**src/alarm_irq_pkg.sv**
```systemverilog
package alarm_irq_pkg;

	// Bus geometry
	localparam int ADDR_W = 12;
	localparam int DATA_W = 32;
	localparam int IDX_W = ADDR_W - 2;
	// Status groups: alarm, error/timer, slip/channel 2, transmit events
	localparam int NGRP = 4;

	// Register indices; the byte address is four times the index
	localparam logic [IDX_W-1:0] IDX_ALARM = 10'h06a;
	localparam logic [IDX_W-1:0] IDX_ERRTMR = 10'h06b;
	localparam logic [IDX_W-1:0] IDX_SLIP = 10'h06c;
	localparam logic [IDX_W-1:0] IDX_TXEV = 10'h047;
	localparam logic [IDX_W-1:0] IDX_CFG = 10'h040;
	localparam logic [IDX_W-1:0] IDX_LOOP = 10'h041;
	localparam logic [IDX_W-1:0] IDX_ERRSEC_MASK = 10'h042;
	localparam logic [IDX_W-1:0] IDX_MASK0 = 10'h043;
	localparam logic [IDX_W-1:0] IDX_SUM = 10'h048;
	localparam logic [IDX_W-1:0] IDX_LINE = 10'h049;

	// Alarm event status fields
	localparam int B_FRM_REC = 7;
	localparam int B_FRM_LOST = 6;
	localparam int B_MF_REC = 5;
	localparam int B_MF_LOST = 4;
	localparam int B_BLUE = 3;
	localparam int B_RED = 2;
	localparam int B_REM_REC = 1;
	localparam int B_REM_ALM = 0;
	// Error/timer event status fields
	localparam int B_ERR_SEC = 7;
	localparam int B_TICK = 6;
	localparam int B_LOOP_CHG = 2;
	localparam int B_RX_SLIP_N = 1;
	localparam int B_RX_SLIP_P = 0;
	// Slip/channel 2 event status fields
	localparam int B_TX_SLIP_P = 7;
	localparam int B_TX_SLIP_N = 6;
	localparam int B_MSG_END2 = 5;
	localparam int B_FRM_START2 = 4;
	localparam int B_OVFL2 = 3;
	localparam int B_ALL_SENT2 = 2;
	localparam int B_UNDERRUN2 = 1;
	localparam int B_POOL_FULL2 = 0;
	// Transmit event status fields
	localparam int B_MF_BEGIN = 3;
	localparam int B_SU_ERR = 2;
	localparam int B_LINE_CHG = 1;
	localparam int B_POOL_READY = 0;
	// Configuration fields
	localparam int B_SHOW_MASKED = 0;
	localparam int B_CHG_SEL = 1;
	localparam int B_PRBS = 0;
	// Line state readback fields
	localparam int B_LN_ACT = 1;
	localparam int B_LN_DEACT = 0;

	// Reset values
	localparam logic [7:0] STAT_RST = 8'h00;
	localparam logic [7:0] MASK_RST = 8'hff;
	localparam logic [7:0] CFG_RST = 8'h00;
	localparam logic [7:0] ESM_RST = 8'h00;

	// Receive line rate, edges per second
	localparam int unsigned RX_LINE_HZ = 1544000;

endpackage

```
**src/alarm_irq_status.sv**
```systemverilog
`timescale 1ns/10ps
`default_nettype none

module alarm_irq_status #(
	parameter int unsigned SECOND_DIV = alarm_irq_pkg::RX_LINE_HZ
) (
	input wire logic pclk,
	input wire logic presetn,
	input wire logic psel,
	input wire logic penable,
	input wire logic pwrite,
	input wire logic [alarm_irq_pkg::ADDR_W-1:0] paddr,
	input wire logic [alarm_irq_pkg::DATA_W-1:0] pwdata,
	input wire logic [3:0] pstrb,
	output logic [alarm_irq_pkg::DATA_W-1:0] prdata,
	output logic pready,
	output logic pslverr,
	input wire logic rx_line_clk,
	input wire logic alarm_sim,
	input wire logic multiframe_format,
	input wire logic frame_align_lost,
	input wire logic multiframe_align_lost,
	input wire logic blue_alarm,
	input wire logic red_alarm,
	input wire logic remote_alarm_flag,
	input wire logic tx_line_open,
	input wire logic tx_line_short,
	input wire logic loop_activate_detected,
	input wire logic loop_deactivate_detected,
	input wire logic prbs_sync,
	input wire logic ss7_mode,
	input wire logic signal_unit_error_over,
	input wire logic su_abort_cause,
	input wire logic su_valid_frame,
	input wire logic tx_multiframe_begin,
	input wire logic tx_pool_ready,
	input wire logic framing_error,
	input wire logic crc_error,
	input wire logic code_violation,
	input wire logic rx_slip_negative,
	input wire logic rx_slip_positive,
	input wire logic tx_slip_positive,
	input wire logic tx_slip_negative,
	input wire logic rx_message_end_ch2,
	input wire logic rx_frame_start_ch2,
	input wire logic rx_overflow_ch2,
	input wire logic all_sent_ch2,
	input wire logic tx_underrun_ch2,
	input wire logic rx_pool_full_ch2,
	output logic irq
);
	import alarm_irq_pkg::*;

	logic [NGRP-1:0][7:0] st_r;
	logic [NGRP-1:0][7:0] mask_r;
	logic [NGRP-1:0][7:0] set_v;
	wire [NGRP-1:0][7:0] lat;
	wire [NGRP-1:0][7:0] st_nxt;
	wire [NGRP-1:0][7:0] mask_nxt;
	wire [NGRP-1:0] hit_st;
	wire [NGRP-1:0] hit_mask;
	wire [NGRP-1:0] pend;
	logic [7:0] cfg_r;
	logic [7:0] loop_r;
	logic [7:0] errsec_mask_r;
	logic [10:0] prev_r;
	logic [6:0] errsec_acc_r;
	logic su_rep_r;
	logic irq_r;
	logic [DATA_W-1:0] prdata_r;
	logic err_r;
	logic [DATA_W-1:0] rd_val;
	logic rd_hit;
	logic [7:0] st_sel;
	logic [7:0] mask_sel;
	logic second_tick;

	// Bus phases; zero wait states, the answer is ready in the first access cycle
	wire logic [IDX_W-1:0] idx = paddr[ADDR_W-1:2];
	wire logic setup_ph = psel & ~penable;
	wire logic access_ph = psel & penable;
	wire logic wr_en = access_ph & pwrite & pstrb[0];
	wire logic rd_acc = access_ph & ~pwrite;
	wire logic show_masked = cfg_r[B_SHOW_MASKED];
	wire logic chg_sel = cfg_r[B_CHG_SEL];
	wire logic prbs_sel = loop_r[B_PRBS];

	// Second timer on the receive line clock
	rx_second_timer #(.DIV(SECOND_DIV)) u_second (
		.pclk(pclk),
		.presetn(presetn),
		.rx_line_clk(rx_line_clk),
		.tick(second_tick)
	);

	// Current flags and their values one cycle ago, for edge detection
	wire logic [10:0] flags = {alarm_sim, frame_align_lost, multiframe_align_lost, blue_alarm,
		red_alarm, remote_alarm_flag, tx_line_open, tx_line_short,
		loop_activate_detected, loop_deactivate_detected, prbs_sync};
	wire logic p_sim = prev_r[10];
	wire logic p_frm = prev_r[9];
	wire logic p_mf = prev_r[8];
	wire logic p_blue = prev_r[7];
	wire logic p_red = prev_r[6];
	wire logic p_rem = prev_r[5];
	wire logic p_open = prev_r[4];
	wire logic p_short = prev_r[3];
	wire logic p_act = prev_r[2];
	wire logic p_deact = prev_r[1];
	wire logic p_prbs = prev_r[0];
	wire logic sim_rise = alarm_sim & ~p_sim;
	wire logic sim_fall = ~alarm_sim & p_sim;

	// Alarm events; simulation forces each alarm once at its start, the multiframe ones only in multiframe format
	wire logic frm_rec_s = (~frame_align_lost & p_frm) | (sim_fall & ~frame_align_lost);
	wire logic frm_lost_s = (frame_align_lost & ~p_frm) | sim_rise;
	wire logic mf_rec_s = multiframe_format & ((~multiframe_align_lost & p_mf) | sim_rise);
	wire logic mf_lost_s = multiframe_format & ((multiframe_align_lost & ~p_mf) | sim_rise);
	wire logic blue_s = (chg_sel ? (blue_alarm ^ p_blue) : (blue_alarm & ~p_blue)) | sim_rise;
	wire logic red_s = (chg_sel ? (red_alarm ^ p_red) : (red_alarm & ~p_red)) | sim_rise;
	wire logic rem_rec_s = (~remote_alarm_flag & p_rem) | (sim_fall & ~remote_alarm_flag);
	wire logic rem_s = (remote_alarm_flag & ~p_rem) | sim_rise;

	// Loop code or PRBS change, selected by the loop configuration
	wire logic loop_chg = (loop_activate_detected ^ p_act) | (loop_deactivate_detected ^ p_deact);
	wire logic loop_s = prbs_sel ? (prbs_sync ^ p_prbs) : loop_chg;
	wire logic line_s = (tx_line_open & ~p_open) | (tx_line_short ^ p_short);
	wire logic slip_n_s = rx_slip_negative | sim_rise;
	wire logic slip_p_s = rx_slip_positive | sim_rise;

	// Signalling unit errors repeat once a second after an abort until a good frame
	wire logic su_err_s = ss7_mode & (signal_unit_error_over | (su_rep_r & second_tick));

	// Errored second sources in mask order: frame loss, framing, CRC, blue, red, code, slip
	wire logic any_slip = slip_n_s | slip_p_s | tx_slip_positive | tx_slip_negative;
	wire logic [6:0] errsec_src = {frm_lost_s, framing_error, crc_error, blue_s, red_s,
		code_violation, any_slip} & errsec_mask_r[6:0];
	wire logic errsec_s = second_tick & (|errsec_acc_r | |errsec_src);

	// Event vectors per status register
	always_comb begin
		set_v = '0;
		set_v[0][B_FRM_REC] = frm_rec_s;
		set_v[0][B_FRM_LOST] = frm_lost_s;
		set_v[0][B_MF_REC] = mf_rec_s;
		set_v[0][B_MF_LOST] = mf_lost_s;
		set_v[0][B_BLUE] = blue_s;
		set_v[0][B_RED] = red_s;
		set_v[0][B_REM_REC] = rem_rec_s;
		set_v[0][B_REM_ALM] = rem_s;
		set_v[1][B_ERR_SEC] = errsec_s;
		set_v[1][B_TICK] = second_tick;
		set_v[1][B_LOOP_CHG] = loop_s;
		set_v[1][B_RX_SLIP_N] = slip_n_s;
		set_v[1][B_RX_SLIP_P] = slip_p_s;
		set_v[2][B_TX_SLIP_P] = tx_slip_positive;
		set_v[2][B_TX_SLIP_N] = tx_slip_negative;
		set_v[2][B_MSG_END2] = rx_message_end_ch2;
		set_v[2][B_FRM_START2] = rx_frame_start_ch2;
		set_v[2][B_OVFL2] = rx_overflow_ch2;
		set_v[2][B_ALL_SENT2] = all_sent_ch2;
		set_v[2][B_UNDERRUN2] = tx_underrun_ch2;
		set_v[2][B_POOL_FULL2] = rx_pool_full_ch2;
		set_v[3][B_MF_BEGIN] = tx_multiframe_begin;
		set_v[3][B_SU_ERR] = su_err_s;
		set_v[3][B_LINE_CHG] = line_s;
		set_v[3][B_POOL_READY] = tx_pool_ready;
	end

	// Per group: latch gate, clear on read, mask write, pending summary.
	// Only bits returned by the read are cleared, so an event landing between
	// setup and access is kept; a set in the clearing cycle also wins.
	genvar g;
	generate
		for (g = 0; g < NGRP; g++) begin : grp
			assign hit_st[g] = (idx == (g == 0 ? IDX_ALARM : g == 1 ? IDX_ERRTMR :
				g == 2 ? IDX_SLIP : IDX_TXEV));
			assign hit_mask[g] = (idx == IDX_MASK0 + IDX_W'(g));
			assign lat[g] = set_v[g] & (~mask_r[g] | {8{show_masked}});
			assign st_nxt[g] = (st_r[g] & ~({8{rd_acc & hit_st[g]}} & prdata_r[7:0]))
				| lat[g];
			assign mask_nxt[g] = (wr_en & hit_mask[g]) ? pwdata[7:0] : mask_r[g];
			assign pend[g] = |(st_r[g] & ~mask_r[g]);
		end
	endgenerate

	// Status, masks and interrupt line
	always_ff @(posedge pclk or negedge presetn) begin
		if (!presetn) begin
			st_r <= {NGRP{STAT_RST}};
			mask_r <= {NGRP{MASK_RST}};
			irq_r <= 1'b0;
		end else begin
			st_r <= st_nxt;
			mask_r <= mask_nxt;
			irq_r <= |pend;
		end
	end

	// Configuration registers written by software
	always_ff @(posedge pclk or negedge presetn) begin
		if (!presetn) begin
			cfg_r <= CFG_RST;
			loop_r <= CFG_RST;
			errsec_mask_r <= ESM_RST;
		end else if (wr_en) begin
			if (idx == IDX_CFG) begin
				cfg_r <= pwdata[7:0];
			end else if (idx == IDX_LOOP) begin
				loop_r <= pwdata[7:0];
			end else if (idx == IDX_ERRSEC_MASK) begin
				errsec_mask_r <= pwdata[7:0];
			end
		end
	end

	// Edge history, errored second window and signalling unit repeat
	always_ff @(posedge pclk or negedge presetn) begin
		if (!presetn) begin
			prev_r <= '0;
			errsec_acc_r <= '0;
			su_rep_r <= 1'b0;
		end else begin
			prev_r <= flags;
			errsec_acc_r <= second_tick ? '0 : (errsec_acc_r | errsec_src);
			if (!ss7_mode || su_valid_frame) begin
				su_rep_r <= 1'b0;
			end else if (signal_unit_error_over && su_abort_cause) begin
				su_rep_r <= 1'b1;
			end
		end
	end

	// Selected status and mask for the read mux
	always_comb begin
		st_sel = '0;
		mask_sel = '0;
		for (int i = 0; i < NGRP; i++) begin
			if (hit_st[i]) begin
				st_sel = st_r[i];
			end
			if (hit_mask[i]) begin
				mask_sel = mask_r[i];
			end
		end
	end

	// Read decode; unmapped addresses read zero and raise pslverr
	always_comb begin
		rd_val = '0;
		rd_hit = 1'b1;
		if (idx == IDX_CFG) begin
			rd_val[7:0] = cfg_r;
		end else if (idx == IDX_LOOP) begin
			rd_val[7:0] = loop_r;
		end else if (idx == IDX_ERRSEC_MASK) begin
			rd_val[7:0] = errsec_mask_r;
		end else if (idx == IDX_SUM) begin
			rd_val[NGRP-1:0] = pend;
		end else if (idx == IDX_LINE) begin
			rd_val[B_LN_ACT] = prbs_sel ? prbs_sync : loop_activate_detected;
			rd_val[B_LN_DEACT] = loop_deactivate_detected;
		end else if (|hit_st) begin
			rd_val[7:0] = st_sel;
		end else if (|hit_mask) begin
			rd_val[7:0] = mask_sel;
		end else begin
			rd_hit = 1'b0;
		end
	end

	// Read data is caught in the setup cycle so the clear knows what was seen
	always_ff @(posedge pclk or negedge presetn) begin
		if (!presetn) begin
			prdata_r <= '0;
			err_r <= 1'b0;
		end else if (setup_ph) begin
			prdata_r <= pwrite ? '0 : rd_val;
			err_r <= ~rd_hit;
		end
	end

	assign prdata = prdata_r;
	assign pready = access_ph;
	assign pslverr = access_ph & err_r;
	assign irq = irq_r;
endmodule
`default_nettype wire

```
**src/rx_second_timer.sv**
```systemverilog
`timescale 1ns/10ps
`default_nettype none

module rx_second_timer #(
	parameter int unsigned DIV = alarm_irq_pkg::RX_LINE_HZ
) (
	input wire logic pclk,
	input wire logic presetn,
	input wire logic rx_line_clk,
	output logic tick
);
	import alarm_irq_pkg::*;

	localparam int CW = $clog2(DIV);
	localparam logic [CW-1:0] LAST = CW'(DIV - 1);

	logic [2:0] sync_r;
	logic lvl_r;
	logic [CW-1:0] cnt_r;
	logic tick_r;

	// The line clock is a foreign pin; only a level seen by two stages counts
	wire logic settled = (sync_r[1] == sync_r[2]);
	wire logic rise = settled & sync_r[2] & ~lvl_r;
	wire logic wrap = (cnt_r == LAST);

	// Synchroniser, filtered level and edge counter
	always_ff @(posedge pclk or negedge presetn) begin
		if (!presetn) begin
			sync_r <= 3'h0;
			lvl_r <= 1'b0;
			cnt_r <= '0;
			tick_r <= 1'b0;
		end else begin
			sync_r <= {sync_r[1:0], rx_line_clk};
			if (settled) begin
				lvl_r <= sync_r[2];
			end
			if (rise) begin
				cnt_r <= wrap ? '0 : cnt_r + 1'b1;
			end
			tick_r <= rise & wrap;
		end
	end

	assign tick = tick_r;

endmodule
`default_nettype wire

```
**config.mk**
```make
export PLATFORM = sky130hd
export DESIGN_NAME = alarm_irq_status
export DESIGN_NICKNAME = d
export VERILOG_FILES = /design/src/alarm_irq_pkg.sv /design/src/alarm_irq_status.sv /design/src/rx_second_timer.sv
export SDC_FILE = /design/constraint.sdc
export NUM_CORES = 1
export LEC_CHECK = 0
export ABC_CLOCK_PERIOD_IN_PS = 3800
export BUFFER_PORTS_ARGS = -buffer_cell sky130_fd_sc_hd__buf_2
export CORE_UTILIZATION = 25
export DETAILED_ROUTE_END_ITERATION = 16
export HOLD_SLACK_MARGIN = 0.06
export PLACE_DENSITY = 0.43
export SLEW_MARGIN = 10
export SYNTH_ARGS = -nofsm -noshare
export SYNTH_HDL_FRONTEND = slang
export SYNTH_HIERARCHICAL = 1
export SYNTH_SLANG_ARGS = --single-unit
export TNS_END_PERCENT = 50
```
**constraint.sdc**
```tcl
create_clock -name pclk -period 3.8 [get_ports pclk]
set_input_delay 0.19 -clock pclk [delete_from_list [all_inputs] [get_ports pclk]]
set_output_delay 0.19 -clock pclk [all_outputs]
set_load 0.05 [all_outputs]
```
# Word level (Yosys, flattened, before mapping)
# Cells that the tools add are included.
[word_totals] register_bits=167 latchBits=0 ramBits=0 mem_bits_ro=0 inputBits=85 out_inout_bits=35 elab_cells=195 n_memories=0
[op_classes] addsub=1 n_mul=0 div=0 n_lt_le_gt_ge=0 n_eq_ne=15 shifts=0 mux=33 bitwise_logic=109 n_reduce_logical=16
[ops] cell="== test 10 x 7 -> 1 bit, second input constant" n=13
[ops] cell="bitwise AND 8 bit" n=15
[ops] cell="2-to-1 mux 8 bit" n=14
[ops] cell="inverter 8 bit" n=8
[ops] cell="OR 8 bit" n=8
[ops] cell="bitwise AND 1 bit" n=35
[ops] cell="OR reduction 32 bit" n=1
[ops] cell="OR reduction 8 bit" n=4
[ops] cell="adder 21 x 1 -> 21 bit, second input constant" n=1
[ops] cell="== test 21 bit, second input constant" n=1
[ops] cell="2-to-1 mux 21 bit" n=1
[ops] cell="inverter 1 bit" n=17
[ops] cell="OR 1 bit" n=17
[ops] cell="OR reduction 7 bit" n=2
[ops] cell="2-to-1 mux 1 bit" n=13
[ops] cell="bitwise AND 4 x 8 -> 8 bit" n=1
[ops] cell="2-to-1 mux 4 bit" n=2
[ops] cell="OR reduction 4 bit" n=2
[ops] cell="bitwise AND 7 bit" n=1
[ops] cell="2-to-1 mux 7 bit" n=1
[ops] cell="OR 7 bit" n=1
[ops] cell="2-to-1 mux 6 bit" n=1
[ops] cell="bitwise XOR 1 bit" n=6
[ops] cell="AND reduction 4 bit" n=1
[ops] cell="other kinds (8)" n=8

# Logic depth before layout (Yosys ltp)
# Gate-level depths: netlist of the first run.
[depth] depth_word=13 depth_mapped=9 ltp_nobuf=8

# By module
# The synthesis of the first run kept the hierarchy.
[modules_own_cells] mod="alarm_irq_status" n_inst=1 cells_per_inst=637 area_each_um2=6348.6 seq_area_each_um2=2967.8
[modules_own_cells] mod="rx_second_timer" n_inst=1 cells_per_inst=116 area_each_um2=1262.5 seq_area_each_um2=650.6

# Least setup slack after synthesis of the first run
# OpenSTA, ideal clock, no wires.
[synth_path] path_type="input -> register" startpoint="input penable" endpoint="register mask_r[0] in the netlist's numbering" setup_time_ns=0.082 arrival_ns=1.999 required_ns=3.718 slack_ns=1.719 path_stages=6 path_buffers=1 path_cell_list="nand2_1 inv_1 nand3_1 or4_1 clkbuf_1 mux2_2"
[synth_via] elab_chain_len=4
[synth_lines] item="from (decl)" line_no="alarm_irq_status.sv:10" source="input wire logic penable,"
[synth_lines] item="bitwise AND 1 bit" line_no="alarm_irq_status.sv:81" source="wire logic access_ph = psel & penable;"
[synth_lines] item="via pready" line_no="alarm_irq_status.sv:16" source="output logic pready,"
[synth_lines] item="bitwise AND 1 bit (2 in a row)" line_no="alarm_irq_status.sv:82" source="wire logic wr_en = access_ph & pwrite & pstrb[0];"
[synth_lines] item="bitwise AND 1 bit" line_no="alarm_irq_status.sv:182" source="assign mask_nxt[g] = (wr_en & hit_mask[g]) ? pwdata[7:0] : mask_r[g];"
[synth_lines] item="to (signal assigned)" line_no="alarm_irq_status.sv:191" source="mask_r <= {NGRP{MASK_RST}};"
[synth_lines] item="to (signal assigned)" line_no="alarm_irq_status.sv:195" source="mask_r <= mask_nxt;"
[synth_lines] item="to (decl)" line_no="alarm_irq_status.sv:55" source="logic [NGRP-1:0][7:0] mask_r;"
# The timed path passes the listed nets, and every way through them passes these cells.
# A chain may end at the register's enable or synchronous reset.

==> results of run 1 <==
==> registers in the layout, summed over array words and instances, names as in the netlist <==
register,count
su_rep_r,1
u_second/tick,1
irq,1
prdata,8
u_second/cnt_r,21
st_r,32
prev_r,11
loop_r,8
errsec_mask_r,8
u_second/sync_r,3
errsec_acc_r,7
err_r,1
u_second/lvl_r,1
cfg_r,8
mask_r,32
==> cells in the mapped netlist, drive strengths merged, types with 3 or more instances <==
library cell / number
dfrtp: 111
nand2: 94
mux2: 52
a21oi: 45
o21ai: 44
buf: 34
dfstp: 32
inv: 32
clkbuf: 27
nor2: 27
nand2b: 19
nor3: 16
o22ai: 16
a22o: 14
nor4: 13
or4: 13
nand4: 11
xnor2: 11
o31ai: 10
a22oi: 9
a21boi: 8
a31oi: 8
nor2b: 8
nand3: 7
xor2: 7
a32o: 6
a21o: 5
a31o: 5
mux2i: 5
o221ai: 5
ha: 4
o2111ai: 4
or4b: 4
a221oi: 3
a32oi: 3
and2: 3
or2: 3
or3: 3
==> per-stage QoR <==
step                setup WS (ns)  hold slack (ns)
finish                      0.975           0.0553
detailed placement           1.04          -0.0330
floorplan                    1.72           -0.106
global placement             1.01          -0.0326
global route                0.845           0.0737
CTS                          1.00           0.0603
==> worst min-delay path by stage <==
stage	end	from	depth (start not counted)	slack, ns
final	errsec_acc_r[4]$_DFF_PN0_	crc_error	3	0.06
after global routing	mask_r[29]$_DFFE_PN1P_	pwdata[5]	3	0.07
after floorplan	cfg_r[0]$_DFFE_PN0P_	presetn	0	-0.11
after detailed placement	st_r[16]$_DFF_PN0_	presetn	1	-0.03
after global placement	st_r[16]$_DFF_PN0_	presetn	1	-0.03
after CTS	mask_r[30]$_DFFE_PN1P_	pwdata[6]	3	0.06
==> report_power, final <==
part	switching (uW)	internal [uW]
sequential	35.3	1560
combinational	225	104
clock	722	993
==> routing by layer <==
metal / global-route usage (%) / vias to the layer above
li1: - / 2878
met1: 22.2 / 3089
met2: 25.8 / 197
met3: 3.36 / 35
met4: 5.35 / 0
met5: 0 / -
==> what timing repair did <==
action,CTS,global route
hold buffers,30,0
endpoints found under the hold margin,141,0
setup endpoints to repair,0,0
==> cell families after synthesis <==
kind of cell / after synthesis / synth area share [%]
other cells: 1 / 0.0493
flops: 143 / 47.5
xor+xnor: 18 / 2.07
compound gates: 201 / 17.8
simple gates: 236 / 17.5
fa+ha+maj: 4 / 0.658
mux: 57 / 8.35
buf+inv: 93 / 6.05
==> final cells by class <==
class | count | area [sq um]
fillers | 3131 | 20700
flip-flops and latches | 143 | 3620
multi-input cells | 540 | 3620
repair buffers | 100 | 679
well taps | 390 | 488
clock buffers | 18 | 439
clock inverters | 14 | 158
inverters | 32 | 120
diodes | 1 | 2.50
==> worst max-delay path, cell delays in order <==
cell           delay (ns)
buf_2                0.11
or4b_1               0.79
or4_1                0.84
nor3_4               0.41
nand2_1              0.10
o2bb2ai_1            0.13
dlygate4sd3_1        0.56
==> flow_summary.toml, run 1 <==
[power]
powerDensity_nw_per_um2 = 399
power_uw = 3640
vdd_drop_max_mv = 0.294
p_leak_uw = 0.00393

[critical_path]
r2r-end = "prdata[1]$_DFFE_PN0P_"
crit_path_start_kind = "input port"
r2r_slack_ns = 1.38
critical_path_class = "input port to flip-flop"
critical_path_required_ns = 4.12
critPathMaxFanout = 13
end_kind = "flip-flop"
timing.rr.start = "mask_r[8]$_DFFE_PN1P_"
critPathLaunch = "paddr[7]"
worstRegToRegCells = 6
cp-endpoint = "st_r[26]$_DFF_PN0_"
cp.arrival_ns = 3.15

[place]
finalWeightedCongestion = 0.852
place_hpwl_um = 17900
placedCellCount = 1175
io_buffers = 66
placed_area_sq_um = 8220

[synthesis]
avgSynthCellArea_sq_um = 10.1
yosysUniqueCellTypes = 74
synth_edf_count = 0
synth-main-ff-cell = "dfrtp_1"
ys_top_cells_by_area = "dfrtp_1 36%, dfstp_2 11%, mux2_2 7.7%"
yosys_warnings = 6
syn_area_sq_um = 7610
syn_inst = 753
synth_top_area_share_pct = 36.5
synth_seq_cells = 143
synth_area_leader_cell = "dfrtp_1"
ys_seq_area_share_pct = 47.5
ys_async_sr_fraction_pct = 100

[sta]
fin_crit_sh_pct = 74.3
min_period_ns = 2.82
slew_headroom_pct = 37.6
worst_slew_pin_slew_ns = 0.935
hold_viol = 0
clock_skew_ns = 0.0113
fmax_ghz = 0.354
setup_violations = 0
slew_viol_final = 0
tns_ns = 0
rsz0062_at_grt = "false"

[detailed_routing]
drtIter0Drc = 492
wl_per_cell_um = 20.1
met1_length_um = 11600
drtPass1Iterations = 5
drc = 0
wl_met2_um = 11500
met3_length_um = 1280
num_vias = 6199
viasPerCell = 5.01
wirelength_um = 24900
postRouteAntennaNets = 0
routed.top_layer = "met4"

[global_routing]
grt_max_degree = 143
grt_usage_pct = 16.3
grt_pass1_wl_um = 37500
antenna_found_initial = 0
grt_pass1_vias = 5888
grt_overflow = 0

[floorplanning]
die_area_sq_um = 31100
die_h_um = 176
core-area_sq_um = 29800
start_util_pct = 25.5
fp.dieW_um = 176
ios = 120
rows = 63

[clocking]
cts.clk_slew.worst_paths_ns = 0.07
post_cts_buffers = 0
clock_latency_ns = 0.43
htree_levels = 4
clock-root-buffer = "clkbuf_16"
cts_tree = "yes"
post_cts_resized = 0
cts_made_buffers = 17
cts_sinks = 143
clk_path_buf_depth = 2

[cells_and_area]
area_delta_synth_final_pct = 19.9
drive_gt1_share_pct = 25.4
fin_area_sq_um = 9120
fin_nets = 923
final_cell_mix = "111 x dfrtp_1, 93 x nand2_1, 65 x buf_2, 52 x mux2_2"
fin_cells = 1238
utilization_pct = 30.6
final_common_cell = "dfrtp_1"

[run_status]
status = "finished clean"

[min_path]
hold_path.class = "input port to flip-flop"

[flow_run]
cap_violations = 0
(Power assumes the default switching activity.)
==> inputs of run 2 (changes only) <==
- ABC_CLOCK_PERIOD_IN_PS: 3800 -> 2750
- clock period: 3.8 -> 2.75 ns (I/O delays scaled with it)
==> run 2 against run 1 <==
Clock skew barely moved. Sequential share of layout area fell by 1.2 points. Wire length rose by 3.7%. Critical endpoint unchanged. Largest power group unchanged. Highest routed layer unchanged.
==> flow_summary.toml, run 2 (same netlist as run 1, synthesis figures left out) <==
[power]
combPwrFrac_pct = 9.6
p_sw_uw = 1330
powerDensity_nw_per_um2 = 531
swShare_pct = 26.7
intPower_uw = 3660
p_leak_uw = 0.00409
clkPwrFrac_pct = 46.1
power_frac_seq_pct = 44.2
vdd_drop_max_mv = 0.389

[floorplanning]
start_util_pct = 25.5
core-area_sq_um = 29800
die_area_sq_um = 31100
rows = 63
die_h_um = 176
fp.dieW_um = 176
ios = 120

[critical_path]
end_kind = "flip-flop"
critPathMaxFanout = 9
cp.arrival_ns = 2.82
critical_path_class = "input port to flip-flop"
critical_path_required_ns = 3.06
crit_path_start_kind = "input port"

[sta]
rsz0062_at_grt = "false"
tns_ns = 0
slew_headroom_pct = 50.9
setup_violations = 0
fin_crit_sh_pct = 91.1
slew_viol_final = 0
worst_slew_pin_slew_ns = 0.726
min_period_ns = 2.50
fmax_ghz = 0.399
clock_skew_ns = 0.0115
whs_ns = 0.163
hold_viol = 0

[cells_and_area]
fillCellCount = 3126
drive_gt1_share_pct = 27.1
multi_input_area_sq_um = 3620
final_common_cell = "dfrtp_1"
diodes = 0
final_cell_mix = "111 x dfrtp_1, 93 x nand2_1, 65 x buf_2, 52 x mux2_2"
fin_nets = 960
fin_area_sq_um = 9400
area_delta_synth_final_pct = 23.5
reg_top3 = "mask_r: 32 flops, st_r: 32 flops, u_second/cnt_r: 21 flops"
fin_cells = 1274
seq_area_sq_um = 3620

[detailed_routing]
num_vias = 6324
postRouteAntennaNets = 0
wirelength_um = 25800
drc = 0
wl_per_cell_um = 20.3
viasPerCell = 4.96
drtPass1Iterations = 7
drtIter0Drc = 559

[place]
placed_area_sq_um = 8430
placedCellCount = 1202
io_buffers = 66
place_hpwl_um = 18900
finalWeightedCongestion = 0.881

[clocking]
cts_tree = "yes"
cts_made_buffers = 17
clk_path_buf_depth = 2
cts.clk_slew.worst_paths_ns = 0.06
clock-root-buffer = "clkbuf_16"
htree_levels = 4
cts_sinks = 143
post_cts_resized = 0
clock_latency_ns = 0.43

[min_path]
hold_path.class = "input port to flip-flop"

[global_routing]
antenna_found_initial = 0
grt_usage_pct = 17.1
grt_overflow = 0
grt_pass1_vias = 6247
grt_pass1_wl_um = 39300
grt_max_degree = 69

[run_status]
status = "finished clean"

[flow_run]
cap_violations = 0
## run 2: per-layer routing
layer | share of wire [%] | global-route usage [%] | vias to the layer above
li1 | - | - | 2938
met1 | 48 | 23.5 | 3176
met2 | 47 | 27.6 | 184
met3 | 4.2 | 2.86 | 26
met4 | 1.3 | 4.35 | 0
met5 | 0 | 0 | -
## run 2: path summary, 6_finish.rpt
check                           slack (ns)                            end  cells after the start                           start
worst max-delay path                  0.25             st_r[26]$_DFF_PN0_                      7                        paddr[7]
worst min-delay path                  0.16              st_r[9]$_DFF_PN0_                      4                rx_slip_negative
worst max register to register        0.47  u_second/cnt_r[3]$_DFFE_PN0P_                      4  u_second/cnt_r[14]$_DFFE_PN0P_
worst min register to register        0.35   u_second/sync_r[1]$_DFF_PN0_                      0    u_second/sync_r[0]$_DFF_PN0_
max in group asynchronous             1.65          mask_r[9]$_DFFE_PN1P_                      3                         presetn
min in group asynchronous             0.29              st_r[0]$_DFF_PN0_                      2                         presetn
## run 2: critical path, cell delays in order
cell and delay, ns:
buf_2 0.12, or4b_1 0.55, or4_1 0.79, nor3_4 0.42, nand2_1 0.12, o2bb2ai_1 0.14
dlygate4sd3_1 0.55
## run 2: area by class of cell
type	count	share of cell area (%)
flip-flops and latches	143	38.5
multi-input cells	540	38.5
repair buffers	137	10.4
well taps	390	5.19
clock buffers	19	4.61
clock inverters	13	1.48
inverters	32	1.28
## run 2: power by group through the flow
| stage | combinational [uW] | clock, uW | sequential, uW |
|---|---|---|---|
| floorplan | 277 | 0 | 2230 |
| global placement | 438 | 0 | 2240 |
| detailed placement | 440 | 0 | 2240 |
| CTS | 485 | 2370 | 2210 |
| global route | 530 | 2450 | 2210 |
| finish | 481 | 2300 | 2210 |
## run 2: repair_timing
action	4_1_cts	5_1_grt
setup buffers	0	0
endpoints found under the hold margin	92	0
hold buffers	40	0
## run 2: metrics by stage
step	worst slack (ns)	util, %	total power, uW
after global placement	0.345	28.3	2680
final	0.246	31.5	4990
after CTS	0.301	31.5	5060
after detailed placement	0.339	28.3	2680
after global routing	0.152	31.5	5190
after floorplan	0.721	-	2510
==> inputs of run 3 (changes only) <==
- CORE_ASPECT_RATIO: unset -> 0.5
==> run 3 against run 2 <==
Non-clock buffer count shrank 3. Combinational power is 1% lower. Critical path type unchanged. Register-to-register slack lost 0.21 ns. Power fell by 1.5%. Cell area fell by 0.35%. Clock power is 3% lower.
==> flow_summary.toml, run 3 (same netlist as run 1, synthesis figures left out) <==
[flow_run]
cap_violations = 0

[floorplanning]
start_util_pct = 25.8
rows = 44
fp.dieW_um = 249
ios = 120
die_h_um = 125
die_area_sq_um = 31200
core-area_sq_um = 29500

[global_routing]
grt_pass1_vias = 6343
antenna_found_initial = 0
grt_usage_pct = 17.0
grt_overflow = 0
grt_pass1_wl_um = 39400
grt_max_degree = 62

[cells_and_area]
multi_input_area_sq_um = 3620
fillCellCount = 3032
diodes = 0
reg_top3 = "mask_r: 32 flops, st_r: 32 flops, u_second/cnt_r: 21 flops"
seq_area_sq_um = 3620
final_cell_mix = "111 x dfrtp_1, 93 x nand2_1, 65 x buf_2, 52 x mux2_2"
drive_gt1_share_pct = 26.8
area_delta_synth_final_pct = 23.1
final_common_cell = "dfrtp_1"
fin_nets = 957

[sta]
clock_skew_ns = 0.00946
fmax_ghz = 0.389
slew_viol_final = 0
whs_ns = 0.0963
worst_slew_pin_slew_ns = 0.846
slew_headroom_pct = 43.6
fin_crit_sh_pct = 93.6
setup_violations = 0
rsz0062_at_grt = "false"
min_period_ns = 2.57
hold_viol = 0
tns_ns = 0

[clocking]
cts.clk_slew.worst_paths_ns = 0.06
clock_latency_ns = 0.43
clk_path_buf_depth = 2
cts_made_buffers = 17
clock-root-buffer = "clkbuf_16"
cts_sinks = 143
post_cts_buffers = 0
cts_tree = "yes"
htree_levels = 4

[critical_path]
cpMaxStageDelayCell = "or4_1"
cp_slowest_stage_delay_ns = 0.80
path_cells = "buf_2 -> or4b_1 -> or4_1 -> nor3_4 -> nand2_1 -> o2bb2ai_1 -> dlygate4sd3_1"
cp.arrival_ns = 2.89
critPathMaxFanout = 9
crit_path_start_kind = "input port"
critical_path_required_ns = 3.07
critical_path_class = "input port to flip-flop"
end_kind = "flip-flop"

[detailed_routing]
drtPass1Iterations = 5
postRouteAntennaNets = 0
wirelength_um = 25600
drtIter0Drc = 457
num_vias = 6370
viasPerCell = 5.01
drc = 0
wl_per_cell_um = 20.1

[place]
place_hpwl_um = 18800
finalWeightedCongestion = 0.862
io_buffers = 66

[power]
powerDensity_nw_per_um2 = 524
power_uw = 4910
p_leak_uw = 0.00408
vdd_drop_max_mv = 0.374

[run_status]
status = "finished clean"

[min_path]
hold_path.class = "input port to flip-flop"
-- run 3: cell types whose count changed in the layout (fill, tap and decap cells not counted), sizes merged --
| cell | change |
|---|---|
| buf | -2 |
| clkinvlp | -3 |
| dlygate4sd3 | -1 |
| bufinv | -1 |
| clkbuf | +5 |
| inv | -1 |
-- run 3: power by group --
| group | internal (uW) | switching [uW] | total [uW] |
|---|---|---|---|
| sequential | 2160 | 50.4 | 2210 |
| clock | 1320 | 910 | 2230 |
| combinational | 162 | 313 | 475 |
| total | 3640 | 1270 | 4910 |
-- run 3: what timing repair did --
| action | in CTS | in global routing |
|---|---|---|
| hold endpoints to repair | 87 | 0 |
| hold buffers | 39 | 0 |
| gates resized for setup | 0 | 0 |
-- run 3: worst max-delay path, delay by kind of cell --
| kind | cells | cell delay [ns] |
|---|---|---|
| AND/OR/NAND/NOR | 4 | 1.94 |
| AO/OA/AOI/OAI | 1 | 0.14 |
| buffers and inverters | 2 | 0.67 |
-- run 3: layout make-up --
type / instances / share of cell area, %
Clock inverter: 8 / 0.868
Sequential cell: 143 / 38.6
Multi-Input combinational cell: 540 / 38.6
Tap cell: 391 / 5.22
Timing Repair Buffer: 134 / 10.2
Inverter: 32 / 1.28
Clock buffer: 24 / 5.14
-- run 3: stage by stage --
step / worst slack, ns / cells / instance area, sq um / util, %
detailed placement: 0.255 / 1201 / 8410 / 28.6
CTS: 0.211 / 1272 / 9370 / 31.8
global route: 0.0957 / 1272 / 9370 / 31.8
floorplan: 0.721 / 776 / 7700 / -
global placement: 0.277 / 1201 / 8410 / 28.6
finish: 0.176 / 1272 / 9370 / 31.8
-- run 3: worst paths after layout --
kind | from | cells past startpoint | slack [ns] | endpoint
worst max-delay path | paddr[7] | 7 | 0.18 | st_r[26]$_DFF_PN0_
worst min-delay path | pwdata[1] | 3 | 0.1 | mask_r[25]$_DFFE_PN1P_
worst max register to register | mask_r[8]$_DFFE_PN1P_ | 6 | 0.26 | prdata[1]$_DFFE_PN0P_
worst min register to register | u_second/sync_r[0]$_DFF_PN0_ | 0 | 0.35 | u_second/sync_r[1]$_DFF_PN0_
max in group asynchronous | presetn | 3 | 1.68 | mask_r[24]$_DFFE_PN1P_
min in group asynchronous | presetn | 2 | 0.25 | prev_r[5]$_DFF_PN0_
-- run 3: per-layer routing --
metal | vias up | track usage [%] | wire length, um
met5 | - | 0 | 0
met3 | 32 | 3.85 | 1080
met4 | 0 | 5.74 | 558
met1 | 3239 | 23.9 | 12800
met2 | 160 | 25.5 | 11200
li1 | 2939 | - | -
